File: src/shared/pps_pkg.sv
// Constants for the two-section synthesizer power-save control block.
// Assumes one reference-oscillator clock at 100 MHz and a synchronous reset.
package pps_pkg;
	// Serial word layout, shifted in first bit first, last bit at position 0
	localparam int SER_W = 24;
	localparam int CN_LSB = 0;
	localparam int CN_W = 2;
	localparam int FC_BIT = 2;
	localparam int DIV_LSB = 3;
	localparam int R_W = 14;
	localparam int N_W = 11;

	// Control codes that steer a latched word to its destination
	localparam logic [1:0] CN_IF_REF = 2'h0;
	localparam logic [1:0] CN_RF_REF = 2'h1;
	localparam logic [1:0] CN_IF_N = 2'h2;
	localparam logic [1:0] CN_RF_N = 2'h3;

	// Reset values of the divide latches (smallest legal ratio)
	localparam logic [R_W-1:0] R_RST = 14'h0005;
	localparam logic [N_W-1:0] N_RST = 11'h005;
	localparam logic FC_RST = 1'b1;

	// Pin synchroniser width and pin positions in the synchronised vector
	localparam int SYNC_W = 7;
	localparam int PIN_IF_RUN = 0;
	localparam int PIN_RF_RUN = 1;
	localparam int PIN_SCK = 2;
	localparam int PIN_SDI = 3;
	localparam int PIN_LE = 4;
	localparam int PIN_IF_FP = 5;
	localparam int PIN_RF_FP = 6;

	// Timing, in reference clock cycles; the clock period in ns
	localparam int CLK_PERIOD_NS = 10;
	localparam int LOCK_ERR_CYC = 8;
	localparam int LOCK_CYCLES = 3;
	localparam int WAKE_CMP = 2;
	localparam int PD_LIMIT_CYC = 4;
	localparam int WCNT_W = 5;
endpackage : pps_pkg

File: src/verilog/pps_section.sv
// One synthesizer section: counters, phase detector, lock detector.
// Assumes run_in and fp_in are already synchronous to clk_in.
`timescale 1ns/100ps
`default_nettype none
module pps_section #(
	parameter int R_W = pps_pkg::R_W,
	parameter int N_W = pps_pkg::N_W
) (
	input wire logic clk_in,
	input wire logic rst_n_in,
	input wire logic run_in,
	input wire logic fp_in,
	input wire logic fc_in,
	input wire logic [R_W-1:0] r_div_in,
	input wire logic [N_W-1:0] n_div_in,
	output logic pd_val_out,
	output logic pd_oe_out,
	output logic lock_out
);
	logic [R_W-1:0] r_cnt_q;
	logic [N_W-1:0] n_cnt_q;
	logic run_q, up_q, dn_q, bad_q;
	logic [pps_pkg::WCNT_W-1:0] w_cnt_q;
	logic [1:0] limit_q, good_q;
	logic fr_tick, fp_tick, wake, limiting;

	assign fr_tick = run_in && (r_cnt_q == r_div_in - R_W'(1));
	assign fp_tick = run_in && fp_in && (n_cnt_q == n_div_in - N_W'(1));
	assign wake = run_in && !run_q;
	assign limiting = (limit_q != 2'h0);

	// Counters held at zero while asleep, so both restart in step on wake
	always_ff @(posedge clk_in) begin
		if (!rst_n_in || !run_in) begin
			r_cnt_q <= '0;
			n_cnt_q <= '0;
		end else begin
			r_cnt_q <= fr_tick ? '0 : r_cnt_q + R_W'(1);
			if (fp_in)
				n_cnt_q <= fp_tick ? '0 : n_cnt_q + N_W'(1);
		end
	end

	// Phase-frequency detector with error-width measurement
	always_ff @(posedge clk_in) begin
		if (!rst_n_in || !run_in) begin
			up_q <= 1'b0;
			dn_q <= 1'b0;
			w_cnt_q <= '0;
		end else begin
			if ((up_q || fr_tick) && (dn_q || fp_tick)) begin
				up_q <= 1'b0;
				dn_q <= 1'b0;
			end else begin
				up_q <= up_q || fr_tick;
				dn_q <= dn_q || fp_tick;
			end
			if (up_q || dn_q)
				w_cnt_q <= (&w_cnt_q) ? w_cnt_q : w_cnt_q + pps_pkg::WCNT_W'(1);
			else
				w_cnt_q <= '0;
		end
	end

	// Wake window: a few comparisons with the error pulse clipped
	always_ff @(posedge clk_in) begin
		run_q <= rst_n_in && run_in;
		if (!rst_n_in || !run_in)
			limit_q <= 2'h0;
		else if (wake)
			limit_q <= 2'(pps_pkg::WAKE_CMP);
		else if (fr_tick && limiting)
			limit_q <= limit_q - 2'h1;
	end

	// Output drive; floats while asleep and is clipped during wake
	always_ff @(posedge clk_in) begin
		if (!rst_n_in || !run_in) begin
			pd_oe_out <= 1'b0;
			pd_val_out <= 1'b0;
		end else begin
			pd_oe_out <= (up_q || dn_q) &&
				!(limiting && w_cnt_q >= pps_pkg::WCNT_W'(pps_pkg::PD_LIMIT_CYC));
			pd_val_out <= fc_in ? up_q : dn_q;
		end
	end

	// Lock detect; asleep it shows the locked level
	always_ff @(posedge clk_in) begin
		if (!rst_n_in || !run_in) begin
			lock_out <= 1'b1;
			good_q <= 2'h0;
			bad_q <= 1'b0;
		end else if (w_cnt_q >= pps_pkg::WCNT_W'(pps_pkg::LOCK_ERR_CYC)) begin
			lock_out <= 1'b0;
			good_q <= 2'h0;
			bad_q <= 1'b1;
		end else if (fr_tick) begin
			bad_q <= 1'b0;
			if (bad_q)
				good_q <= 2'h0;
			else if (good_q != 2'h3)
				good_q <= good_q + 2'h1;
			if (!bad_q && good_q >= 2'(pps_pkg::LOCK_CYCLES - 1))
				lock_out <= 1'b1;
		end
	end

	AST_SLEEP_STOPS: assert property (@(posedge clk_in) disable iff (!rst_n_in)
		!run_in |=> (r_cnt_q == '0) && (n_cnt_q == '0))
		else $error("counters ran while asleep");
	AST_SLEEP_OUTPUTS: assert property (@(posedge clk_in) disable iff (!rst_n_in)
		!run_in |=> !pd_oe_out && lock_out)
		else $error("detector not floated or lock not shown while asleep");
	AST_WAKE_RESUME: assert property (@(posedge clk_in) disable iff (!rst_n_in)
		$rose(run_in) |=> (r_cnt_q == R_W'(1)) ##1 (r_cnt_q == R_W'(2)))
		else $error("reference counter did not resume on wake");
	AST_WAKE_LIMIT: assert property (@(posedge clk_in) disable iff (!rst_n_in)
		(limiting && pd_oe_out) [*6] |-> 1'b0)
		else $error("error pulse not clipped during wake");
	AST_UNLOCK: assert property (@(posedge clk_in) disable iff (!rst_n_in)
		run_in && (w_cnt_q >= pps_pkg::WCNT_W'(pps_pkg::LOCK_ERR_CYC)) |=> !lock_out)
		else $error("lock held on large phase error");
endmodule : pps_section
`default_nettype wire

File: src/verilog/pps_top.sv
// Power-save control for a two-section synthesizer, with serial port.
// Assumes all pins but RESETN_IN are asynchronous to MCLK_IN, the reference oscillator.
// The host keeps both run pins low through power-up and reset.
`timescale 1ns/100ps
`default_nettype none
module pps_top (
	input wire logic MCLK_IN,
	input wire logic RESETN_IN,
	input wire logic IF_SECTION_RUN_N_IN,
	input wire logic RF_SECTION_RUN_N_IN,
	input wire logic SER_CLK_IN,
	input wire logic SER_DATA_IN,
	input wire logic SER_LOAD_IN,
	input wire logic IF_DIVIDED_VCO_RATE_IN,
	input wire logic RF_DIVIDED_VCO_RATE_IN,
	output logic IF_PD_OUT,
	output logic IF_PD_OE_OUT,
	output logic RF_PD_OUT,
	output logic RF_PD_OE_OUT,
	output logic LOCK_DETECT_OUT,
	output logic REF_INPUT_BUFFER_EN_OUT
);
	logic [pps_pkg::SYNC_W-1:0] pin_s1_q;
	logic [pps_pkg::SYNC_W-1:0] pin_s2_q;
	logic [pps_pkg::SYNC_W-1:0] pin_s3_q;
	logic [pps_pkg::SER_W-1:0] shift_q;
	logic [pps_pkg::R_W-1:0] if_r_q, rf_r_q;
	logic [pps_pkg::N_W-1:0] if_n_q, rf_n_q;
	logic if_fc_q, rf_fc_q;
	logic if_run_s, rf_run_s;
	logic sck_rise, le_rise, if_fp_pulse, rf_fp_pulse;
	logic if_lock, rf_lock;
	logic [pps_pkg::CN_W-1:0] word_cn;
	logic [pps_pkg::R_W-1:0] word_r;
	logic [pps_pkg::N_W-1:0] word_n;

	// Two-stage synchronisers; the third stage only feeds edge detection
	always_ff @(posedge MCLK_IN) begin
		if (!RESETN_IN) begin
			pin_s1_q <= '0;
			pin_s2_q <= '0;
			pin_s3_q <= '0;
		end else begin
			pin_s1_q <= {RF_DIVIDED_VCO_RATE_IN, IF_DIVIDED_VCO_RATE_IN, SER_LOAD_IN,
				SER_DATA_IN, SER_CLK_IN, RF_SECTION_RUN_N_IN, IF_SECTION_RUN_N_IN};
			pin_s2_q <= pin_s1_q;
			pin_s3_q <= pin_s2_q;
		end
	end

	// Run levels; a high pin means the section runs
	assign if_run_s = pin_s2_q[pps_pkg::PIN_IF_RUN];
	assign rf_run_s = pin_s2_q[pps_pkg::PIN_RF_RUN];

	// Edges taken between the second and third stages
	assign sck_rise = pin_s2_q[pps_pkg::PIN_SCK] && !pin_s3_q[pps_pkg::PIN_SCK];
	assign le_rise = pin_s2_q[pps_pkg::PIN_LE] && !pin_s3_q[pps_pkg::PIN_LE];
	assign if_fp_pulse = pin_s2_q[pps_pkg::PIN_IF_FP] && !pin_s3_q[pps_pkg::PIN_IF_FP];
	assign rf_fp_pulse = pin_s2_q[pps_pkg::PIN_RF_FP] && !pin_s3_q[pps_pkg::PIN_RF_FP];

	// Serial shift register; data and clock share the same sync delay,
	// so the data bit is the one present at the clock's rising edge
	always_ff @(posedge MCLK_IN) begin
		if (!RESETN_IN)
			shift_q <= '0;
		else if (sck_rise)
			shift_q <= {shift_q[pps_pkg::SER_W-2:0], pin_s2_q[pps_pkg::PIN_SDI]};
	end

	// Fields of the word waiting in the shift register
	assign word_cn = shift_q[pps_pkg::CN_LSB +: pps_pkg::CN_W];
	assign word_r = shift_q[pps_pkg::DIV_LSB +: pps_pkg::R_W];
	assign word_n = shift_q[pps_pkg::DIV_LSB +: pps_pkg::N_W];

	// Latch update on a load edge; deliberately not gated by the run
	// pins, so ratios can be loaded while a section sleeps
	always_ff @(posedge MCLK_IN) begin
		if (!RESETN_IN) begin
			if_r_q <= pps_pkg::R_RST;
			rf_r_q <= pps_pkg::R_RST;
		end else if (le_rise) begin
			if (word_cn == pps_pkg::CN_IF_REF)
				if_r_q <= word_r;
			if (word_cn == pps_pkg::CN_RF_REF)
				rf_r_q <= word_r;
		end
	end

	// Comparison divider latches with the detector polarity bit
	always_ff @(posedge MCLK_IN) begin
		if (!RESETN_IN) begin
			if_n_q <= pps_pkg::N_RST;
			rf_n_q <= pps_pkg::N_RST;
			if_fc_q <= pps_pkg::FC_RST;
			rf_fc_q <= pps_pkg::FC_RST;
		end else if (le_rise) begin
			if (word_cn == pps_pkg::CN_IF_N) begin
				if_n_q <= word_n;
				if_fc_q <= shift_q[pps_pkg::FC_BIT];
			end
			if (word_cn == pps_pkg::CN_RF_N) begin
				rf_n_q <= word_n;
				rf_fc_q <= shift_q[pps_pkg::FC_BIT];
			end
		end
	end

	// Lower section
	pps_section #(
		.R_W(pps_pkg::R_W),
		.N_W(pps_pkg::N_W)
	) u_if_section (
		.clk_in(MCLK_IN),
		.rst_n_in(RESETN_IN),
		.run_in(if_run_s),
		.fp_in(if_fp_pulse),
		.fc_in(if_fc_q),
		.r_div_in(if_r_q),
		.n_div_in(if_n_q),
		.pd_val_out(IF_PD_OUT),
		.pd_oe_out(IF_PD_OE_OUT),
		.lock_out(if_lock)
	);

	// Upper section, independent of the lower one
	pps_section #(
		.R_W(pps_pkg::R_W),
		.N_W(pps_pkg::N_W)
	) u_rf_section (
		.clk_in(MCLK_IN),
		.rst_n_in(RESETN_IN),
		.run_in(rf_run_s),
		.fp_in(rf_fp_pulse),
		.fc_in(rf_fc_q),
		.r_div_in(rf_r_q),
		.n_div_in(rf_n_q),
		.pd_val_out(RF_PD_OUT),
		.pd_oe_out(RF_PD_OE_OUT),
		.lock_out(rf_lock)
	);

	// Combined lock; a sleeping section reads as locked so it never
	// pulls the shared indicator low
	always_ff @(posedge MCLK_IN) begin
		if (!RESETN_IN)
			LOCK_DETECT_OUT <= 1'b1;
		else
			LOCK_DETECT_OUT <= if_lock && rf_lock;
	end

	// Shared oscillator buffer runs while either section runs
	always_ff @(posedge MCLK_IN) begin
		if (!RESETN_IN)
			REF_INPUT_BUFFER_EN_OUT <= 1'b0;
		else
			REF_INPUT_BUFFER_EN_OUT <= if_run_s || rf_run_s;
	end

	AST_IF_SLEEP_ALONE: assert property (@(posedge MCLK_IN) disable iff (!RESETN_IN)
		(!if_run_s && rf_run_s) |=> !IF_PD_OE_OUT && REF_INPUT_BUFFER_EN_OUT)
		else $error("lower section sleep not independent");
	AST_RF_SLEEP_ALONE: assert property (@(posedge MCLK_IN) disable iff (!RESETN_IN)
		(!rf_run_s && if_run_s) |=> !RF_PD_OE_OUT && REF_INPUT_BUFFER_EN_OUT)
		else $error("upper section sleep not independent");
	AST_PIN_TO_BUFFER: assert property (@(posedge MCLK_IN) disable iff (!RESETN_IN)
		##4 REF_INPUT_BUFFER_EN_OUT ==
		($past(IF_SECTION_RUN_N_IN, 3) || $past(RF_SECTION_RUN_N_IN, 3)))
		else $error("oscillator buffer enable wrong");
	AST_BUFFER_OFF: assert property (@(posedge MCLK_IN) disable iff (!RESETN_IN)
		(!if_run_s && !rf_run_s) [*2] |-> !REF_INPUT_BUFFER_EN_OUT)
		else $error("oscillator buffer on with both asleep");
	AST_SHIFT_BIT: assert property (@(posedge MCLK_IN) disable iff (!RESETN_IN)
		sck_rise |=> shift_q[0] == $past(pin_s2_q[pps_pkg::PIN_SDI])
		&& shift_q[pps_pkg::SER_W-1:1] == $past(shift_q[pps_pkg::SER_W-2:0]))
		else $error("serial bit not shifted on clock rise");
	AST_LATCH_ASLEEP: assert property (@(posedge MCLK_IN) disable iff (!RESETN_IN)
		le_rise && !if_run_s && (word_cn == pps_pkg::CN_IF_REF) |=> if_r_q == $past(word_r))
		else $error("reference ratio not latched while asleep");
	AST_LOCK_COMBINE: assert property (@(posedge MCLK_IN) disable iff (!RESETN_IN)
		(!if_lock || !rf_lock) |=> !LOCK_DETECT_OUT)
		else $error("combined lock high with a section unlocked");
endmodule : pps_top
`default_nettype wire

File: config.mk
export PLATFORM = sky130hd
export DESIGN_NAME = pps_top
export DESIGN_NICKNAME = d
export VERILOG_FILES = /design/src/shared/pps_pkg.sv /design/src/verilog/pps_section.sv /design/src/verilog/pps_top.sv
export SDC_FILE = /design/constraint.sdc
export NUM_CORES = 1
export LEC_CHECK = 0
export ABC_AREA = 1
export BUFFER_PORTS_ARGS = -buffer_cell sky130_fd_sc_hd__buf_4
export CAP_MARGIN = 20
export CELL_PAD_IN_SITES_DETAIL_PLACEMENT = 0
export CELL_PAD_IN_SITES_GLOBAL_PLACEMENT = 1
export CORE_ASPECT_RATIO = 1.2
export CORE_MARGIN = 2
export CORE_UTILIZATION = 46
export DETAILED_ROUTE_END_ITERATION = 7
export PLACE_DENSITY_LB_ADDON = 0.1
export RECOVER_POWER = 25
export SLEW_MARGIN = 20
export SYNTH_ARGS = -nofsm -noshare
export SYNTH_HDL_FRONTEND = slang
export SYNTH_SLANG_ARGS = --single-unit
File: constraint.sdc
create_clock -name MCLK_IN -period 2.25 [get_ports MCLK_IN]
set_input_delay 0.45 -clock MCLK_IN [delete_from_list [all_inputs] [get_ports MCLK_IN]]
set_output_delay 0.45 -clock MCLK_IN [all_outputs]
set_load 0.05 [all_outputs]
==> metrics.md <==
| Metric | Value |
|---|---|
| Outcome | completed |
| DIE HEIGHT | 151 um |
| CP Data Arrival Time | 2360 ps |
| Register area share after synthesis | 41.2% |
| Placer Congestion | 0.822 |
| Critical Path Fanout Max | 6 |
| Placed Cells | 1385 |
| Most frequent cells in the layout | nand2_1 (219), nor2_1 (195), dfxtp_1 (171) |
| Total leakage power | 4.05 nW |
| Commonest non-fill, non-tap cell in the layout | nand2_1 |
| Nature of the critical path startpoint | flip-flop |
| Proportion of layout cells with a drive suffix above 1 | 7.60% |
| Worst hold path class | input pin to flip-flop |
| Root Driver | clkbuf_16 |
| Power density over the cells | 711 nW/um^2 |
| Actual slew at the worst max-slew pin | 1170 ps |
| TritonCTS Sinks | 171 |
| DP HPWL | 13.0 mm |
| P&R area growth vs syn | 12.1% |
| Post-CTS setup buffers | 0 |
| Fin Hold WS | 202 ps |
| H-tree depth | 4 |
| Post-synthesis mux area share | 0% |
| Nature of the critical path endpoint | flip-flop |
| Async SR Flop Fraction | 0% |
| Largest family of logic cells by synthesized area | simple AND/OR/NAND/NOR gates |
| CTS clock-pin slew for the worst setup and hold paths | 60 ps |
| Drt drc | 0 |
| Cell row count | 53 |
| Worst R2R Setup Slack | 250 ps |
| Initial antenna violation count | 0 |
| Setup Crit Path Kind | flip-flop to flip-flop |
| Hold buffers post-CTS | 0 |
| Final net count | 1213 |
| F_max | 0.500 GHz |
| Mapped Area | 8310 sq um |
| Final WL | 17.8 mm |
| Critical R2R Launch | rf_r_q[0] |
| Chip Width | 127 um |
| Final min period | 2000 ps |
| Pre-Repair DR Iteration Count | 4 |
| Ant diodes | 0 |
| Setup_tns | 0 ps |
| Core footprint | 17600 sq um |
| Crit share post-route | 88.9% |
| Synth area leader | dfxtp_1 |
| Syn Inst Count | 1165 |
| CP Launch Point | rf_r_q[0] |
| Post-synth cell types | 40 |
| Vias | 6843 |
| Cell types occupying the most area after synthesis | dfxtp_1 (41%), nand2_1 (9.9%), nor2_1 (8.9%) |
| Synth Register Bits | 171 |
| Cell Count, Final, Fillers Out | 1417 |
| I/O Pins | 15 |
| Proportion of netlist area held by the largest area contributor | 41.2% |
| Vias in the first global route | 6331 |
| Post-Synth Adder-Cell Area | 3.01% |
| Drt first-iter violations | 307 |
| WP data required | 2610 ps |
| Count of pins over their slew limit | 0 |
| Die ar. | 19200 sq um |
| Port bufs | 14 |
| Final setup violation count | 0 |
| Rel. slew slack | 22.1% |
| Compound-cell area share of the yosys netlist | 9.60% |
| Top FF cell, synth | dfxtp_1 |
| Syn nets | 1194 |
| Max VDD drop | 0.512 mV |
| Synth Warn # | 0 |
| Endpoints failing hold | 0 |
| Syn Area/Cell | 7.13 sq um |
| GRT Util Overall | 19.5% |
| Synth Area in Simple Gates | 29.7% |
| Synth Area in XOR/XNOR | 7.97% |
| Initial Utilization | 47.1% |
| RSZ-0062 raised after global routing | false |
| CTS tree | built |
| Hold Crit Start | RF_SECTION_RUN_N_IN |
| Antenna viol nets, final | 0 |
| Largest net degree at the start of global routing | 71 |
| Maxcap violations | 0 |
| Clock Path Buffers | 2 |
| Clock Skew | 8.38 ps |
| Post-synth EDFFs | 0 |
| Drt wl/cell | 12.6 um |
| Routed vias/inst | 4.83 |
| Number of buffers created by CTS | 17 |
| Clk_lat worst skew | 420 ps |
| First-pass GRT wire length | 30.2 mm |
| CTS resizes | 0 |
| GR Overflow Total | 0 |
synthesized netlist by cell type, drive strengths merged (2+ instances only):
cell type	count
a21oi	57
nor3b	7
clkinv	2
nand4	20
o22ai	4
nor2	211
nand3	56
o211ai	9
buf	2
nand3b	8
clkbuf	22
dfxtp	171
xnor2	28
nand2	229
and2	2
o21ai	77
nor3	21
xor2	45
or2	8
inv	159
ha	20
logic make-up after synthesis:
logic type      after synthesis
flops                       171
compound gates              151
xor+xnor                     74
buf+inv                     185
simple gates                564
fa+ha+maj                    20
per-layer routing:
layer | track usage (%) | vias up | wire (um)
met2 | 33.1 | 71 | 8460
li1 | - | 3708 | -
met1 | 25.3 | 3043 | 8560
met3 | 2.97 | 21 | 484
met4 | 6.81 | 0 | 314
met5 | 0 | - | 0
power by group:
group          switching [mW]  leakage, nW  total, mW  internal [mW]
combinational           0.168         2.34      0.258         0.0899
clock                    1.20        0.321       3.23           2.03
sequential             0.0552         1.39       3.13           3.08
total                    1.42         4.05       6.62           5.20
through the flow:
step                      total power [mW]  instance area [sq um]  utilization (%)  setup WS (ps)
after floorplan                       3.38                   8310                -            429
after global placement                3.46                   8660             49.1            212
after detailed placement              3.46                   8660             49.1            156
after CTS                             6.70                   9310             52.8            148
after global routing                  6.87                   9310             52.8           23.5
final                                 6.62                   9310             52.8            250
sequential cells by signal (all words and copies together) (netlist names), 2 cells and up:
name	count
u_if_section.good_q	2
rf_n_q	11
u_if_section.w_cnt_q	5
u_if_section.limit_q	2
u_rf_section.w_cnt_q	5
rf_r_q	14
u_rf_section.limit_q	2
u_if_section.r_cnt_q	14
u_if_section.n_cnt_q	11
pin_s3_q	4
u_rf_section.good_q	2
if_r_q	14
u_rf_section.n_cnt_q	11
shift_q	17
pin_s2_q	7
u_rf_section.r_cnt_q	14
if_n_q	11
pin_s1_q	7
worst max-delay path, cell delays in order, from the launching register on:
cell     delay (ps)
dfxtp_1         320
inv_2           100
ha_1            220
nand2_1          80
nor2_2          150
nand3_1         100
nand2_1          80
nand2_1          70
nor2_2          110
nand3_2          80
nor2_4          140
nand2_2         110
or2_1           250
a21oi_2         120
final timing paths:
path / cells after the start / to
worst max-delay path: 13 / u_rf_section.lock_out
worst min-delay path: 3 / pin_s1_q[1]
worst max register to register: 13 / u_rf_section.lock_out
worst min register to register: 2 / pin_s2_q[4]
layout make-up:
type	count	area, sq um
clock inverter	11	191
clock buffer	21	460
timing repair buffer	24	163
tap	220	275
multi-input combinational	809	4190
fill	1823	8330
inverter	161	604
sequential	171	3420
(Power assumes the default switching activity.)
